**src/hdl/fopc_pkg.sv**
```systemverilog
// Package with constants and types for the flash program controller.
package fopc_pkg;
    // ==========================================================
    // Commands
    localparam logic [7:0] FOPC_CMD_OTP_SETUP = 8'hC0;
    localparam logic [7:0] FOPC_CMD_READ_STATUS = 8'h70;
    localparam logic [7:0] FOPC_CMD_CLEAR_STATUS = 8'h50;
    localparam logic [7:0] FOPC_CMD_READ_ARRAY = 8'hFF;
    // ==========================================================
    // Status bit positions
    localparam int FOPC_BIT_READY = 7;
    localparam int FOPC_BIT_ERASE_ERR = 5;
    localparam int FOPC_BIT_PROG_ERR = 4;
    localparam int FOPC_BIT_SUPPLY_ERR = 3;
    localparam int FOPC_BIT_PROTECT_ERR = 1;
    // ==========================================================
    // Bus timing in ns, rounded up to cycles of mclk
    localparam int FOPC_CLK_NS = 40;
    localparam int FOPC_STROBE_NS = 100;
    localparam int FOPC_STROBE_CYC = (FOPC_STROBE_NS + FOPC_CLK_NS - 1) / FOPC_CLK_NS;
    localparam int FOPC_RESET_NS = 200;
    localparam int FOPC_RESET_CYC = (FOPC_RESET_NS + FOPC_CLK_NS - 1) / FOPC_CLK_NS;
    localparam int FOPC_CNT_W = 4;
    localparam int FOPC_ADDR_W = 21;
    localparam int FOPC_DATA_W = 16;
    localparam logic [FOPC_CNT_W-1:0] FOPC_CNT_ZERO = 4'h0;
    // ==========================================================
    // Types
    typedef enum logic [9:0] {
        FOPC_IDLE = 10'h001,
        FOPC_SETUP = 10'h002,
        FOPC_DATA = 10'h004,
        FOPC_STAT_CMD = 10'h008,
        FOPC_POLL = 10'h010,
        FOPC_CLEAR = 10'h020,
        FOPC_ARRAY = 10'h040,
        FOPC_RESET = 10'h080,
        FOPC_READ = 10'h100,
        FOPC_DONE = 10'h200
    } fopc_state_e;

    typedef struct packed {
        logic [FOPC_ADDR_W-1:0] addr;
        logic [FOPC_DATA_W-1:0] data;
    } fopc_req_s;

    typedef struct packed {
        logic ceN;
        logic weN;
        logic oeN;
        logic rstN;
        logic dataOe;
        logic [FOPC_ADDR_W-1:0] addr;
        logic [FOPC_DATA_W-1:0] dataOut;
    } fopc_pins_s;

    typedef struct packed {
        logic [7:0] status;
        logic [FOPC_DATA_W-1:0] readData;
    } fopc_result_s;
endpackage

```
**src/hdl/fopc_otp_host.sv**
```systemverilog
// Host controller that programs and checks the flash one-time area.
`timescale 1ns/1ps
module fopc_otp_host (
    input wire logic mclk,
    input wire logic nrst,
    input wire logic progStart,
    input wire fopc_pkg::fopc_req_s progReq,
    input wire logic clearStart,
    input wire logic resetStart,
    input wire logic readStart,
    input wire logic [fopc_pkg::FOPC_ADDR_W-1:0] readAddr,
    input wire logic powerGood,
    input wire logic readyBusyNIn,
    input wire logic [fopc_pkg::FOPC_DATA_W-1:0] flashDataIn,
    output logic flashCeN,
    output logic flashWeN,
    output logic flashOeN,
    output logic resetPowerdownN,
    output logic [fopc_pkg::FOPC_ADDR_W-1:0] flashAddr,
    output logic [fopc_pkg::FOPC_DATA_W-1:0] flashDataOut,
    output logic flashDataOe,
    output logic busy,
    output logic done,
    output logic needRetry,
    output fopc_pkg::fopc_result_s result
);
    import fopc_pkg::*;

    typedef struct packed {
        fopc_state_e state;
        logic [FOPC_CNT_W-1:0] cnt;
        logic start;
        logic isWrite;
        logic [FOPC_ADDR_W-1:0] addr;
        logic [FOPC_DATA_W-1:0] wdata;
        fopc_req_s req;
        logic aborted;
        logic busy;
        logic done;
        logic needRetry;
        fopc_result_s result;
        logic [1:0] pgSync;
        logic [1:0] rbSync;
        logic [FOPC_DATA_W-1:0] dSync1;
        logic [FOPC_DATA_W-1:0] dSync2;
    } fopc_host_s;

    fopc_host_s st_reg;
    fopc_host_s st_next;
    fopc_pins_s pins;
    logic [FOPC_DATA_W-1:0] cycData;
    logic cycDone;

    fopc_bus_cycle u_cycle (
        .mclk(mclk),
        .nrst(nrst),
        .start(st_reg.start),
        .isWrite(st_reg.isWrite),
        .addr(st_reg.addr),
        .wdata(st_reg.wdata),
        .pinData(st_reg.dSync2),
        .pins(pins),
        .rdata(cycData),
        .done(cycDone)
    );

    // ==========================================================
    // Sequencer
    always_comb begin
        st_next = st_reg;
        st_next.start = 1'b0;
        st_next.done = 1'b0;
        st_next.pgSync = {st_reg.pgSync[0], powerGood};
        st_next.rbSync = {st_reg.rbSync[0], readyBusyNIn};
        st_next.dSync1 = flashDataIn;
        st_next.dSync2 = st_reg.dSync1;
        unique case (st_reg.state)
            FOPC_IDLE: begin
                st_next.isWrite = 1'b1;
                st_next.addr = '0;
                // Hold reset while power is not good.
                if (!st_reg.pgSync[1] || resetStart) begin
                    st_next.state = FOPC_RESET;
                    st_next.cnt = FOPC_CNT_W'(FOPC_RESET_CYC);
                    st_next.busy = 1'b1;
                end else if (progStart) begin
                    st_next.req = progReq;
                    st_next.wdata = {8'h00, FOPC_CMD_OTP_SETUP};
                    st_next.start = 1'b1;
                    st_next.state = FOPC_SETUP;
                    st_next.busy = 1'b1;
                end else if (clearStart) begin
                    st_next.wdata = {8'h00, FOPC_CMD_CLEAR_STATUS};
                    st_next.start = 1'b1;
                    st_next.state = FOPC_CLEAR;
                    st_next.busy = 1'b1;
                end else if (readStart) begin
                    st_next.isWrite = 1'b0;
                    st_next.addr = readAddr;
                    st_next.start = 1'b1;
                    st_next.state = FOPC_READ;
                    st_next.busy = 1'b1;
                end
            end
            FOPC_SETUP: if (cycDone) begin
                // Second step carries the data word.
                st_next.addr = st_reg.req.addr;
                st_next.wdata = st_reg.req.data;
                st_next.start = 1'b1;
                st_next.state = FOPC_DATA;
            end
            FOPC_DATA: if (cycDone) begin
                st_next.addr = '0;
                st_next.wdata = {8'h00, FOPC_CMD_READ_STATUS};
                st_next.start = 1'b1;
                st_next.state = FOPC_STAT_CMD;
            end
            FOPC_STAT_CMD: if (cycDone) begin
                st_next.isWrite = 1'b0;
                st_next.start = 1'b1;
                st_next.state = FOPC_POLL;
            end
            FOPC_POLL: if (cycDone) begin
                st_next.result.status = cycData[7:0];
                if (cycData[FOPC_BIT_READY]) begin
                    st_next.needRetry = cycData[FOPC_BIT_SUPPLY_ERR]
                        | cycData[FOPC_BIT_PROTECT_ERR] | cycData[FOPC_BIT_PROG_ERR];
                    st_next.isWrite = 1'b1;
                    st_next.wdata = {8'h00, FOPC_CMD_READ_ARRAY};
                    st_next.start = 1'b1;
                    st_next.state = FOPC_ARRAY;
                end else begin
                    st_next.start = 1'b1;
                end
            end
            FOPC_CLEAR: if (cycDone) begin
                st_next.needRetry = 1'b0;
                st_next.wdata = {8'h00, FOPC_CMD_READ_ARRAY};
                st_next.start = 1'b1;
                st_next.state = FOPC_ARRAY;
            end
            FOPC_ARRAY: if (cycDone) begin
                st_next.state = FOPC_DONE;
            end
            FOPC_READ: if (cycDone) begin
                st_next.result.readData = cycData;
                st_next.state = FOPC_DONE;
            end
            FOPC_RESET: begin
                if (st_reg.cnt != FOPC_CNT_ZERO) begin
                    st_next.cnt = st_reg.cnt - 4'h1;
                end else if (st_reg.pgSync[1]) begin
                    // Busy was low at reset, operation aborted.
                    st_next.aborted = !st_reg.rbSync[1];
                    st_next.needRetry = st_reg.needRetry | !st_reg.rbSync[1];
                    st_next.result.status = 8'h00;
                    st_next.state = FOPC_DONE;
                end
            end
            FOPC_DONE: begin
                st_next.busy = 1'b0;
                st_next.done = 1'b1;
                st_next.state = FOPC_IDLE;
            end
            default: st_next.state = FOPC_IDLE;
        endcase
    end

    always_ff @(posedge mclk or negedge nrst) begin
        if (!nrst) begin
            st_reg <= '{state: FOPC_IDLE, cnt: 4'h0, start: 1'b0, isWrite: 1'b1,
                addr: '0, wdata: '0, req: '0, aborted: 1'b0, busy: 1'b0, done: 1'b0,
                needRetry: 1'b0, result: '0, pgSync: 2'h0, rbSync: 2'h3,
                dSync1: '0, dSync2: '0};
        end else begin
            st_reg <= st_next;
        end
    end

    // ==========================================================
    // Reset pin register
    logic rstN_reg;
    always_ff @(posedge mclk or negedge nrst) begin
        if (!nrst) begin
            rstN_reg <= 1'b0;
        end else begin
            rstN_reg <= (st_next.state != FOPC_RESET);
        end
    end

    assign flashCeN = pins.ceN;
    assign flashWeN = pins.weN;
    assign flashOeN = pins.oeN;
    assign flashAddr = pins.addr;
    assign flashDataOut = pins.dataOut;
    assign flashDataOe = pins.dataOe;
    assign resetPowerdownN = rstN_reg;
    assign busy = st_reg.busy;
    assign done = st_reg.done;
    assign needRetry = st_reg.needRetry;
    assign result = st_reg.result;

    // No strobes while device held in reset.
    a_reset_quiet: assert property (@(posedge mclk) disable iff (!nrst)
        !rstN_reg |-> flashCeN && flashWeN)
        else $error("Strobe active during device reset.");
    // Setup is followed by data write.
    a_setup_data: assert property (@(posedge mclk) disable iff (!nrst)
        (st_reg.state == FOPC_SETUP) && cycDone |=> st_reg.state == FOPC_DATA)
        else $error("Setup not followed by data.");
    a_ready_array: assert property (@(posedge mclk) disable iff (!nrst)
        (st_reg.state == FOPC_POLL) && cycDone && cycData[FOPC_BIT_READY]
        |=> st_reg.state == FOPC_ARRAY)
        else $error("Read-array not issued after ready.");
    a_busy_poll: assert property (@(posedge mclk) disable iff (!nrst)
        (st_reg.state == FOPC_POLL) && cycDone && !cycData[FOPC_BIT_READY]
        |=> st_reg.state == FOPC_POLL && st_reg.start)
        else $error("Polling stopped while busy.");
    a_clear_retry: assert property (@(posedge mclk) disable iff (!nrst)
        (st_reg.state == FOPC_CLEAR) && cycDone |=> !needRetry)
        else $error("Retry flag kept after clear.");
endmodule

```
**src/hdl/fopc_bus_cycle.sv**
```systemverilog
// One write or read cycle on the flash bus with timed strobes.
`timescale 1ns/1ps
module fopc_bus_cycle (
    input wire logic mclk,
    input wire logic nrst,
    input wire logic start,
    input wire logic isWrite,
    input wire logic [fopc_pkg::FOPC_ADDR_W-1:0] addr,
    input wire logic [fopc_pkg::FOPC_DATA_W-1:0] wdata,
    input wire logic [fopc_pkg::FOPC_DATA_W-1:0] pinData,
    output fopc_pkg::fopc_pins_s pins,
    output logic [fopc_pkg::FOPC_DATA_W-1:0] rdata,
    output logic done
);
    import fopc_pkg::*;

    typedef struct packed {
        logic busy;
        logic [FOPC_CNT_W-1:0] cnt;
        fopc_pins_s pins;
        logic [FOPC_DATA_W-1:0] rdata;
        logic done;
    } fopc_cyc_s;

    fopc_cyc_s st_reg;
    fopc_cyc_s st_next;

    // ==========================================================
    // Strobe sequencing
    always_comb begin
        st_next = st_reg;
        st_next.done = 1'b0;
        if (start && !st_reg.busy) begin
            st_next.busy = 1'b1;
            st_next.cnt = FOPC_CNT_W'(FOPC_STROBE_CYC);
            st_next.pins.addr = addr;
            st_next.pins.dataOut = wdata;
            st_next.pins.dataOe = isWrite;
            st_next.pins.ceN = 1'b0;
            st_next.pins.weN = !isWrite;
            st_next.pins.oeN = isWrite;
        end else if (st_reg.busy) begin
            if (st_reg.cnt != FOPC_CNT_ZERO) begin
                st_next.cnt = st_reg.cnt - 4'h1;
            end else begin
                st_next.busy = 1'b0;
                st_next.done = 1'b1;
                st_next.rdata = pinData;
                st_next.pins.ceN = 1'b1;
                st_next.pins.weN = 1'b1;
                st_next.pins.oeN = 1'b1;
                st_next.pins.dataOe = 1'b0;
            end
        end
    end

    always_ff @(posedge mclk or negedge nrst) begin
        if (!nrst) begin
            st_reg <= '{busy: 1'b0, cnt: 4'h0,
                pins: '{ceN: 1'b1, weN: 1'b1, oeN: 1'b1, rstN: 1'b1, dataOe: 1'b0,
                        addr: '0, dataOut: '0},
                rdata: '0, done: 1'b0};
        end else begin
            st_reg <= st_next;
        end
    end

    assign pins = st_reg.pins;
    assign rdata = st_reg.rdata;
    assign done = st_reg.done;

    a_we_under_ce: assert property (@(posedge mclk) disable iff (!nrst)
        !st_reg.pins.weN |-> !st_reg.pins.ceN)
        else $error("Write strobe without chip select.");
endmodule

```
**config.mk**
```make
export PLATFORM = sky130hd
export DESIGN_NAME = fopc_otp_host
export DESIGN_NICKNAME = d
export VERILOG_FILES = /design/src/hdl/fopc_pkg.sv /design/src/hdl/fopc_otp_host.sv /design/src/hdl/fopc_bus_cycle.sv
export SDC_FILE = /design/constraint.sdc
export NUM_CORES = 1
export LEC_CHECK = 0
export ABC_AREA = 1
export ABC_CLOCK_PERIOD_IN_PS = 2750
export BUFFER_PORTS_ARGS = -buffer_cell sky130_fd_sc_hd__clkbuf_2
export CAP_MARGIN = 5
export CORE_ASPECT_RATIO = 1.2
export CORE_MARGIN = 3
export CORE_UTILIZATION = 57
export CTS_BUF_LIST = sky130_fd_sc_hd__clkbuf_16
export DETAILED_ROUTE_END_ITERATION = 6
export PLACE_DENSITY = 0.8
export SYNTH_ARGS = -nofsm -noshare
export SYNTH_HDL_FRONTEND = slang
export SYNTH_SLANG_ARGS = --single-unit
```
**constraint.sdc**
```tcl
create_clock -name mclk -period 2.75 [get_ports mclk]
set_clock_uncertainty 0.15 [all_clocks]
set_input_delay 0.55 -clock mclk [delete_from_list [all_inputs] [get_ports mclk]]
set_output_delay 0.55 -clock mclk [all_outputs]
set_load 0.01 [all_outputs]
```
==> results.yml, run 1 <==
outcome:
  status: "completed"
setup_path:
  rrSetupSlack_ns: 0.30
  r2r_cells: 9
  cp-start-kind: "flip-flop"
  path_max_fanout: 42
  critPathSlowestCell: "or2_2"
  crit_path_end: "st_reg[129]"
  cpPeakStageDelay_ns: 0.81
  crit_type: "flip-flop to flip-flop"
  crit_top_cell: "nand2_2"
  rr_endpoint: "st_reg[129]"
  startpoint: "st_reg[152]"
  endpoint_kind: "flip-flop"
  arrival_ns: 2.70
  r2r-start: "st_reg[152]"
  crit_chain: "nor2_4 -> nand2_2 -> inv_2 -> nand2_2 -> clkinv_1 -> nor2_2 -> or2_2 -> nand2_1 -> o21ai_2"
  critPathRequiredTime_ns: 3.00
synth:
  ys.flop_type: "dfrtp_1"
  yosys_warnings: 0
  avgSynthCellArea_um2: 9.42
  synth_compound_area_share_pct: 7.22
  synth_common_cells: "nand2_1 (351), dfrtp_1 (210), inv_1 (75), buf_4 (62), o21ai_0 (59)"
  synth_top_family_by_area: "simple AND/OR/NAND/NOR gates"
  yosysMostFrequentCell: "nand2_1"
  yosysSeqAreaShare_pct: 57.1
  ys_ff_latch: 217
  synthAdderAreaFrac_pct: 0.525
  synth.cell_area_um2: 9530
  synth_top_area_share_pct: 55.2
  synth_area_leaders: "dfrtp_1 (55%), nand2_1 (14%), buf_4 (4.9%)"
  synth.distinct_cells: 39
  syn_inst: 1011
  yosys.area_share.simple_pct: 20.5
  syn_nets: 1097
  yosysTopAreaCell: "dfrtp_1"
  synth.area.mux_share_pct: 4.14
  synthArstFlopShare_pct: 100
  synth-xor-area-share_pct: 0.184
  synth_edf_count: 0
route:
  dr.first_iter.drc_count: 553
  via_count: 6749
  dr.pass1.iters: 5
  viasPerCell: 5.06
  wl_um: 19600
  post-route-drc-count: 0
  ant_nets: 0
  wire_per_inst_um: 14.7
timing:
  min_period_over_period_pct: 89.2
  hold_slack_ns: 0.0269
  final_hold_viol_count: 0
  drv_slew: 0
  max_clock_freq_ghz: 0.408
  setup_tns_ns: 0
  worstMarginPinSlew_ns: 1.04
  slew_headroom_pct: 30.5
  fin_ws_ns: 0.297
  setup_viol_count_final: 0
  finalCriticalPeriod_ns: 2.45
  rsz0062_at_grt: "no"
clock_network:
  cts_buffers: 21
  clockBufferDepth: 3
  clock_sinks: 217
  post-cts-setup-buffer-count: 0
  root_buffer: "clkbuf_16"
  cts_tree: "yes"
  clk_latency_ns: 0.48
  clkSlewWorstSetupHoldPaths_ns: 0.06
  cts_htree_levels: 1
grt:
  track_usage_pct: 22.0
  antenna_found_initial: 0
  grt_overflow: 0
  grt_pass1_vias: 6738
  grt_pass1_wl_um: 32500
  grt_max_degree: 80
final_layout:
  fin_util_pct: 65.1
  drive_gt1_share_pct: 26.4
  syn2layout_area_growth_pct: 11.7
  finalInstanceArea_um2: 10600
  num-nets-final: 1195
  fill_cells: 1367
  num_antenna_cells: 0
  largest_reg_flops: 108
place:
  dpl-instance-area_um2: 10000
  place_ws_ns: 0.316
  post-dp-hpwl_um: 13600
  numPortBuffers: 150
  gp_congestion: 0.925
pwr:
  vdd_drop_max_uv: 664
  p_per_area_nw_per_um2: 922
  power_leakage_nw: 5.65
floorplan:
  die_y_um: 148
  io_pins: 151
  die_w_um: 124
  start_util_pct: 58.3
  core_um2: 16300
  dieArea_um2: 18300
  num_rows: 51
min_path:
  min_path_type: "input port to flip-flop"
run:
  drv_cap: 0
## what timing repair did
item                                    4_1_cts  5_1_grt
resized for setup                             0        0
hold buffers                                  2        0
endpoints found under the hold margin        65        0
endpoints found under the setup margin        0        0
## routing by layer
layer	up-vias	share of wire [%]	global-route usage, %
met2	183	50	37.6
met5	-	0	0
met1	3227	42	29.1
met3	37	5.1	3.44
li1	3302	-	-
met4	0	2.4	6.19
## critical path, delay by kind of cell, from the launching register on
kind / cells / cell delay (ns)
simple gates: 6 / 1.40
flops: 1 / 0.46
buf+inv: 2 / 0.23
compound gates: 1 / 0.10
## cell families (layout without fill, tap and decap cells)
kind of cell,Yosys count,count (layout)
AND/OR/NAND/NOR,466,466
AO/OA/AOI/OAI,112,112
flip-flops,217,217
multiplexers,35,35
adder cells (fa/ha/maj),4,4
XOR/XNOR,2,2
buffers and inverters,175,287
## per-stage QoR
stage          power [W]  instances
2_1_floorplan    0.00696       1011
3_3_place_gp     0.00724       1296
3_5_place_dp     0.00737       1296
4_1_cts          0.00990       1335
5_1_grt           0.0105       1335
6_report         0.00980       1335
## how the worst min path moves through the flow
stage	start	end	slack (ns)	cells past startpoint
4_1_cts	flashDataIn[9]	st_next[9]	0.007	1
3_3_place_gp	st_next[13]	st_reg[13]	0.18	0
6_report	flashDataIn[9]	st_next[9]	0.03	1
3_5_place_dp	st_next[3]	st_reg[3]	0.18	0
2_1_floorplan	nrst	busy	0.10	0
5_1_grt	flashDataIn[0]	st_next[0]	0.003	1
## cell usage in the layout, fill, tap and decap left out, types with 3 or more instances in the layout
| cell | count |
|---|---|
| o21ai_2 | 30 |
| clkinv_1 | 5 |
| mux2_1 | 5 |
| nand3_1 | 26 |
| nor2_1 | 45 |
| inv_1 | 87 |
| dfstp_2 | 7 |
| mux2_2 | 30 |
| nand2_1 | 349 |
| o211ai_1 | 3 |
| ha_1 | 4 |
| nand2_2 | 16 |
| nand2_4 | 4 |
| o21ai_0 | 59 |
| nand4_1 | 6 |
| clkbuf_2 | 149 |
| nor2_2 | 7 |
| buf_4 | 15 |
| clkbuf_16 | 21 |
| a21oi_1 | 15 |
| dfrtp_1 | 210 |
| nor2_4 | 6 |
## power by group
group	switching, W	internal, W	total [W]
Sequential	0.000491	0.00411	0.00460
Combinational	0.00172	0.000995	0.00271
Clock	0.00111	0.00137	0.00249
## area by class of cell
cell class                      instances  area [um2]  share of cell area [%]
Sequential cell                       217        5440                    51.1
Multi-Input combinational cell        619        3110                    29.2
Timing Repair Buffer                  169         933                    8.77
Clock buffer                           21         526                    4.94
Inverter                               81         307                    2.88
Tap cell                              212         265                    2.49
Clock inverter                         16        62.6                   0.588
No activity file was read; power rests on OpenSTA's default activity.
==> run 2, diff against run 1 <==
- ABC_AREA: 1 -> default
- CORE_UTILIZATION: 57 -> 56
- HOLD_SLACK_MARGIN: default -> 0.05
- PLACE_DENSITY: 0.8 -> 0.79
==> results.yml, run 2 <==
synth:
  avgSynthCellArea_um2: 11.6
  ys_ff_latch: 217
  syn_nets: 859
  synth.cell_area_um2: 8990
  synth_area_leaders: "dfrtp_1 (58%), mux2_2 (8.6%), nand2_1 (5.6%)"
  yosysTopAreaCell: "dfrtp_1"
  yosys_warnings: 0
  synth_edf_count: 0
  synthArstFlopShare_pct: 100
  ys.flop_type: "dfrtp_1"
  synth_top_area_share_pct: 58.4
  yosysMostFrequentCell: "dfrtp_1"
  synth.distinct_cells: 56
  yosysSeqAreaShare_pct: 60.5
  syn_inst: 773
  synth_common_cells: "dfrtp_1 (210), nand2_1 (134), mux2_2 (69), buf_4 (64), o21ai_0 (48)"
outcome:
  status: "completed"
setup_path:
  r2r_cells: 6
  cpPeakStageDelay_ns: 0.61
  rr_endpoint: "st_reg[103]"
  path_max_fanout: 7
  crit_chain: "or4_4 -> nor4_4 -> o21ai_2 -> a211oi_4 -> buf_4 -> mux2i_1"
  crit_path_end: "st_reg[103]"
  arrival_ns: 2.84
  crit_type: "flip-flop to flip-flop"
  endpoint_kind: "flip-flop"
  rrSetupSlack_ns: 0.15
  startpoint: "st_reg[151]"
  critPathSlowestCell: "or4_4"
  critPathRequiredTime_ns: 2.99
  cp-start-kind: "flip-flop"
  r2r-start: "st_reg[151]"
place:
  place_ws_ns: 0.134
  post-dp-hpwl_um: 12400
  numPortBuffers: 150
  dpl-instance-area_um2: 9640
  gp_congestion: 0.920
route:
  dr.pass1.iters: 5
  ant_nets: 0
  wire_per_inst_um: 16.5
  wl_um: 18500
  viasPerCell: 5.33
  post-route-drc-count: 0
  via_count: 5970
  dr.first_iter.drc_count: 427
min_path:
  worstHoldStart: "progReq[26]"
  min_path_type: "input port to flip-flop"
floorplan:
  num_rows: 50
  io_pins: 151
  core_um2: 15700
  die_w_um: 122
  start_util_pct: 57.3
  die_y_um: 145
  dieArea_um2: 17600
timing:
  hold_slack_ns: 0.135
  setup_viol_count_final: 0
  min_period_over_period_pct: 94.6
  drv_slew: 0
  final_hold_viol_count: 0
  max_clock_freq_ghz: 0.384
  worstMarginPinSlew_ns: 0.882
  fin_ws_ns: 0.148
  setup_tns_ns: 0
  rsz0062_at_grt: "no"
  slew_headroom_pct: 41.2
  finalCriticalPeriod_ns: 2.60
grt:
  track_usage_pct: 21.5
  antenna_found_initial: 0
  grt_pass1_wl_um: 30300
  grt_pass1_vias: 6092
  grt_max_degree: 55
  grt_overflow: 0
final_layout:
  syn2layout_area_growth_pct: 17.7
  layout_commonest_cell: "dfrtp_1"
  num_antenna_cells: 0
  drive_gt1_share_pct: 34.1
  fin_util_pct: 67.4
  num-nets-final: 982
  finalInstanceArea_um2: 10600
  largest_reg_flops: 108
  final_cell_mix: "dfrtp_1 (210), clkbuf_2 (149), nand2_1 (133), mux2_2 (69), o21ai_0 (48)"
clock_network:
  cts_buffers: 22
  clock_sinks: 217
  clkSlewWorstSetupHoldPaths_ns: 0.06
  clockBufferDepth: 3
  cts_htree_levels: 1
  clk_latency_ns: 0.49
  root_buffer: "clkbuf_16"
  cts_tree: "yes"
pwr:
  p_per_area_nw_per_um2: 952
  vdd_drop_max_uv: 583
  power_leakage_nw: 5.16
run:
  drv_cap: 0
run 2: changes by cell type after synthesis, sizes merged, moves of 6 or more:
cell,delta
mux2i,+15
a22oi,+21
clkbuf,+15
nor2,-25
nand3,-25
o21ai,-41
nand2b,+6
nor2b,+6
inv,-57
mux2,+37
nand2,-235
buf,-10
a22o,+7
nor3,+7
run 2: logic make-up after synthesis:
logic type                 after synthesis  share of synthesized area, %
and+or+nand+nor                        222                          11.4
buffers and inverters                  120                          8.00
muxes                                   87                          10.8
AOI/OAI and AO/OA                      117                          8.22
xor gates and xnor gates                 6                         0.584
adders and majority gates                4                         0.556
DFF                                    217                          60.5
run 2: timing repair:
item | in CTS | in global routing
setup buffers | 0 | 2
gates resized for setup | 0 | 2
endpoints found under the setup margin | 0 | 8
hold buffers | 19 | 0
hold endpoints to repair | 66 | 0
run 2: worst min-delay path by stage:
stage,end,cells past startpoint
floorplan,busy,0
global placement,st_reg[3],0
detailed placement,st_reg[14],0
CTS,st_reg[81],2
global route,st_reg[84],2
finish,st_reg[90],2
run 2: power by group:
group | internal, W | switching (W)
Clock | 0.00179 | 0.00119
Combinational | 0.00111 | 0.00133
Sequential | 0.00412 | 0.000526
Total | 0.00703 | 0.00305
run 2: final cells by class:
class	instances	area [um2]
sequential	217	5440
fill	1171	5120
multi-input combinational	436	2870
timing repair buffer	198	1200
clock buffer	23	576
tap	208	260
clock inverter	17	155
inverter	21	78.8
run 2: worst max-delay path, delay by kind of cell, from the launching register on:
kind / cells / cell delay [ns]
and+or+nand+nor: 2 / 0.93
AOI/OAI and AO/OA: 2 / 0.47
DFF: 1 / 0.44
muxes: 1 / 0.28
buffers and inverters: 1 / 0.23
run 2: metrics by stage:
step | power [W] | std cells
floorplan | 0.00646 | 773
global placement | 0.00697 | 1059
detailed placement | 0.00710 | 1059
CTS | 0.0102 | 1118
global route | 0.0107 | 1120
finish | 0.0101 | 1120
run 2: routing by layer:
| metal | up-vias | GRT usage, % | part of all wire [%] |
|---|---|---|---|
| li1 | 2812 | - | - |
| met1 | 2943 | 28.4 | 42 |
| met2 | 190 | 36.5 | 50 |
| met3 | 25 | 4.24 | 6.0 |
| met4 | 0 | 6.25 | 1.6 |
| met5 | - | 0 | 0 |
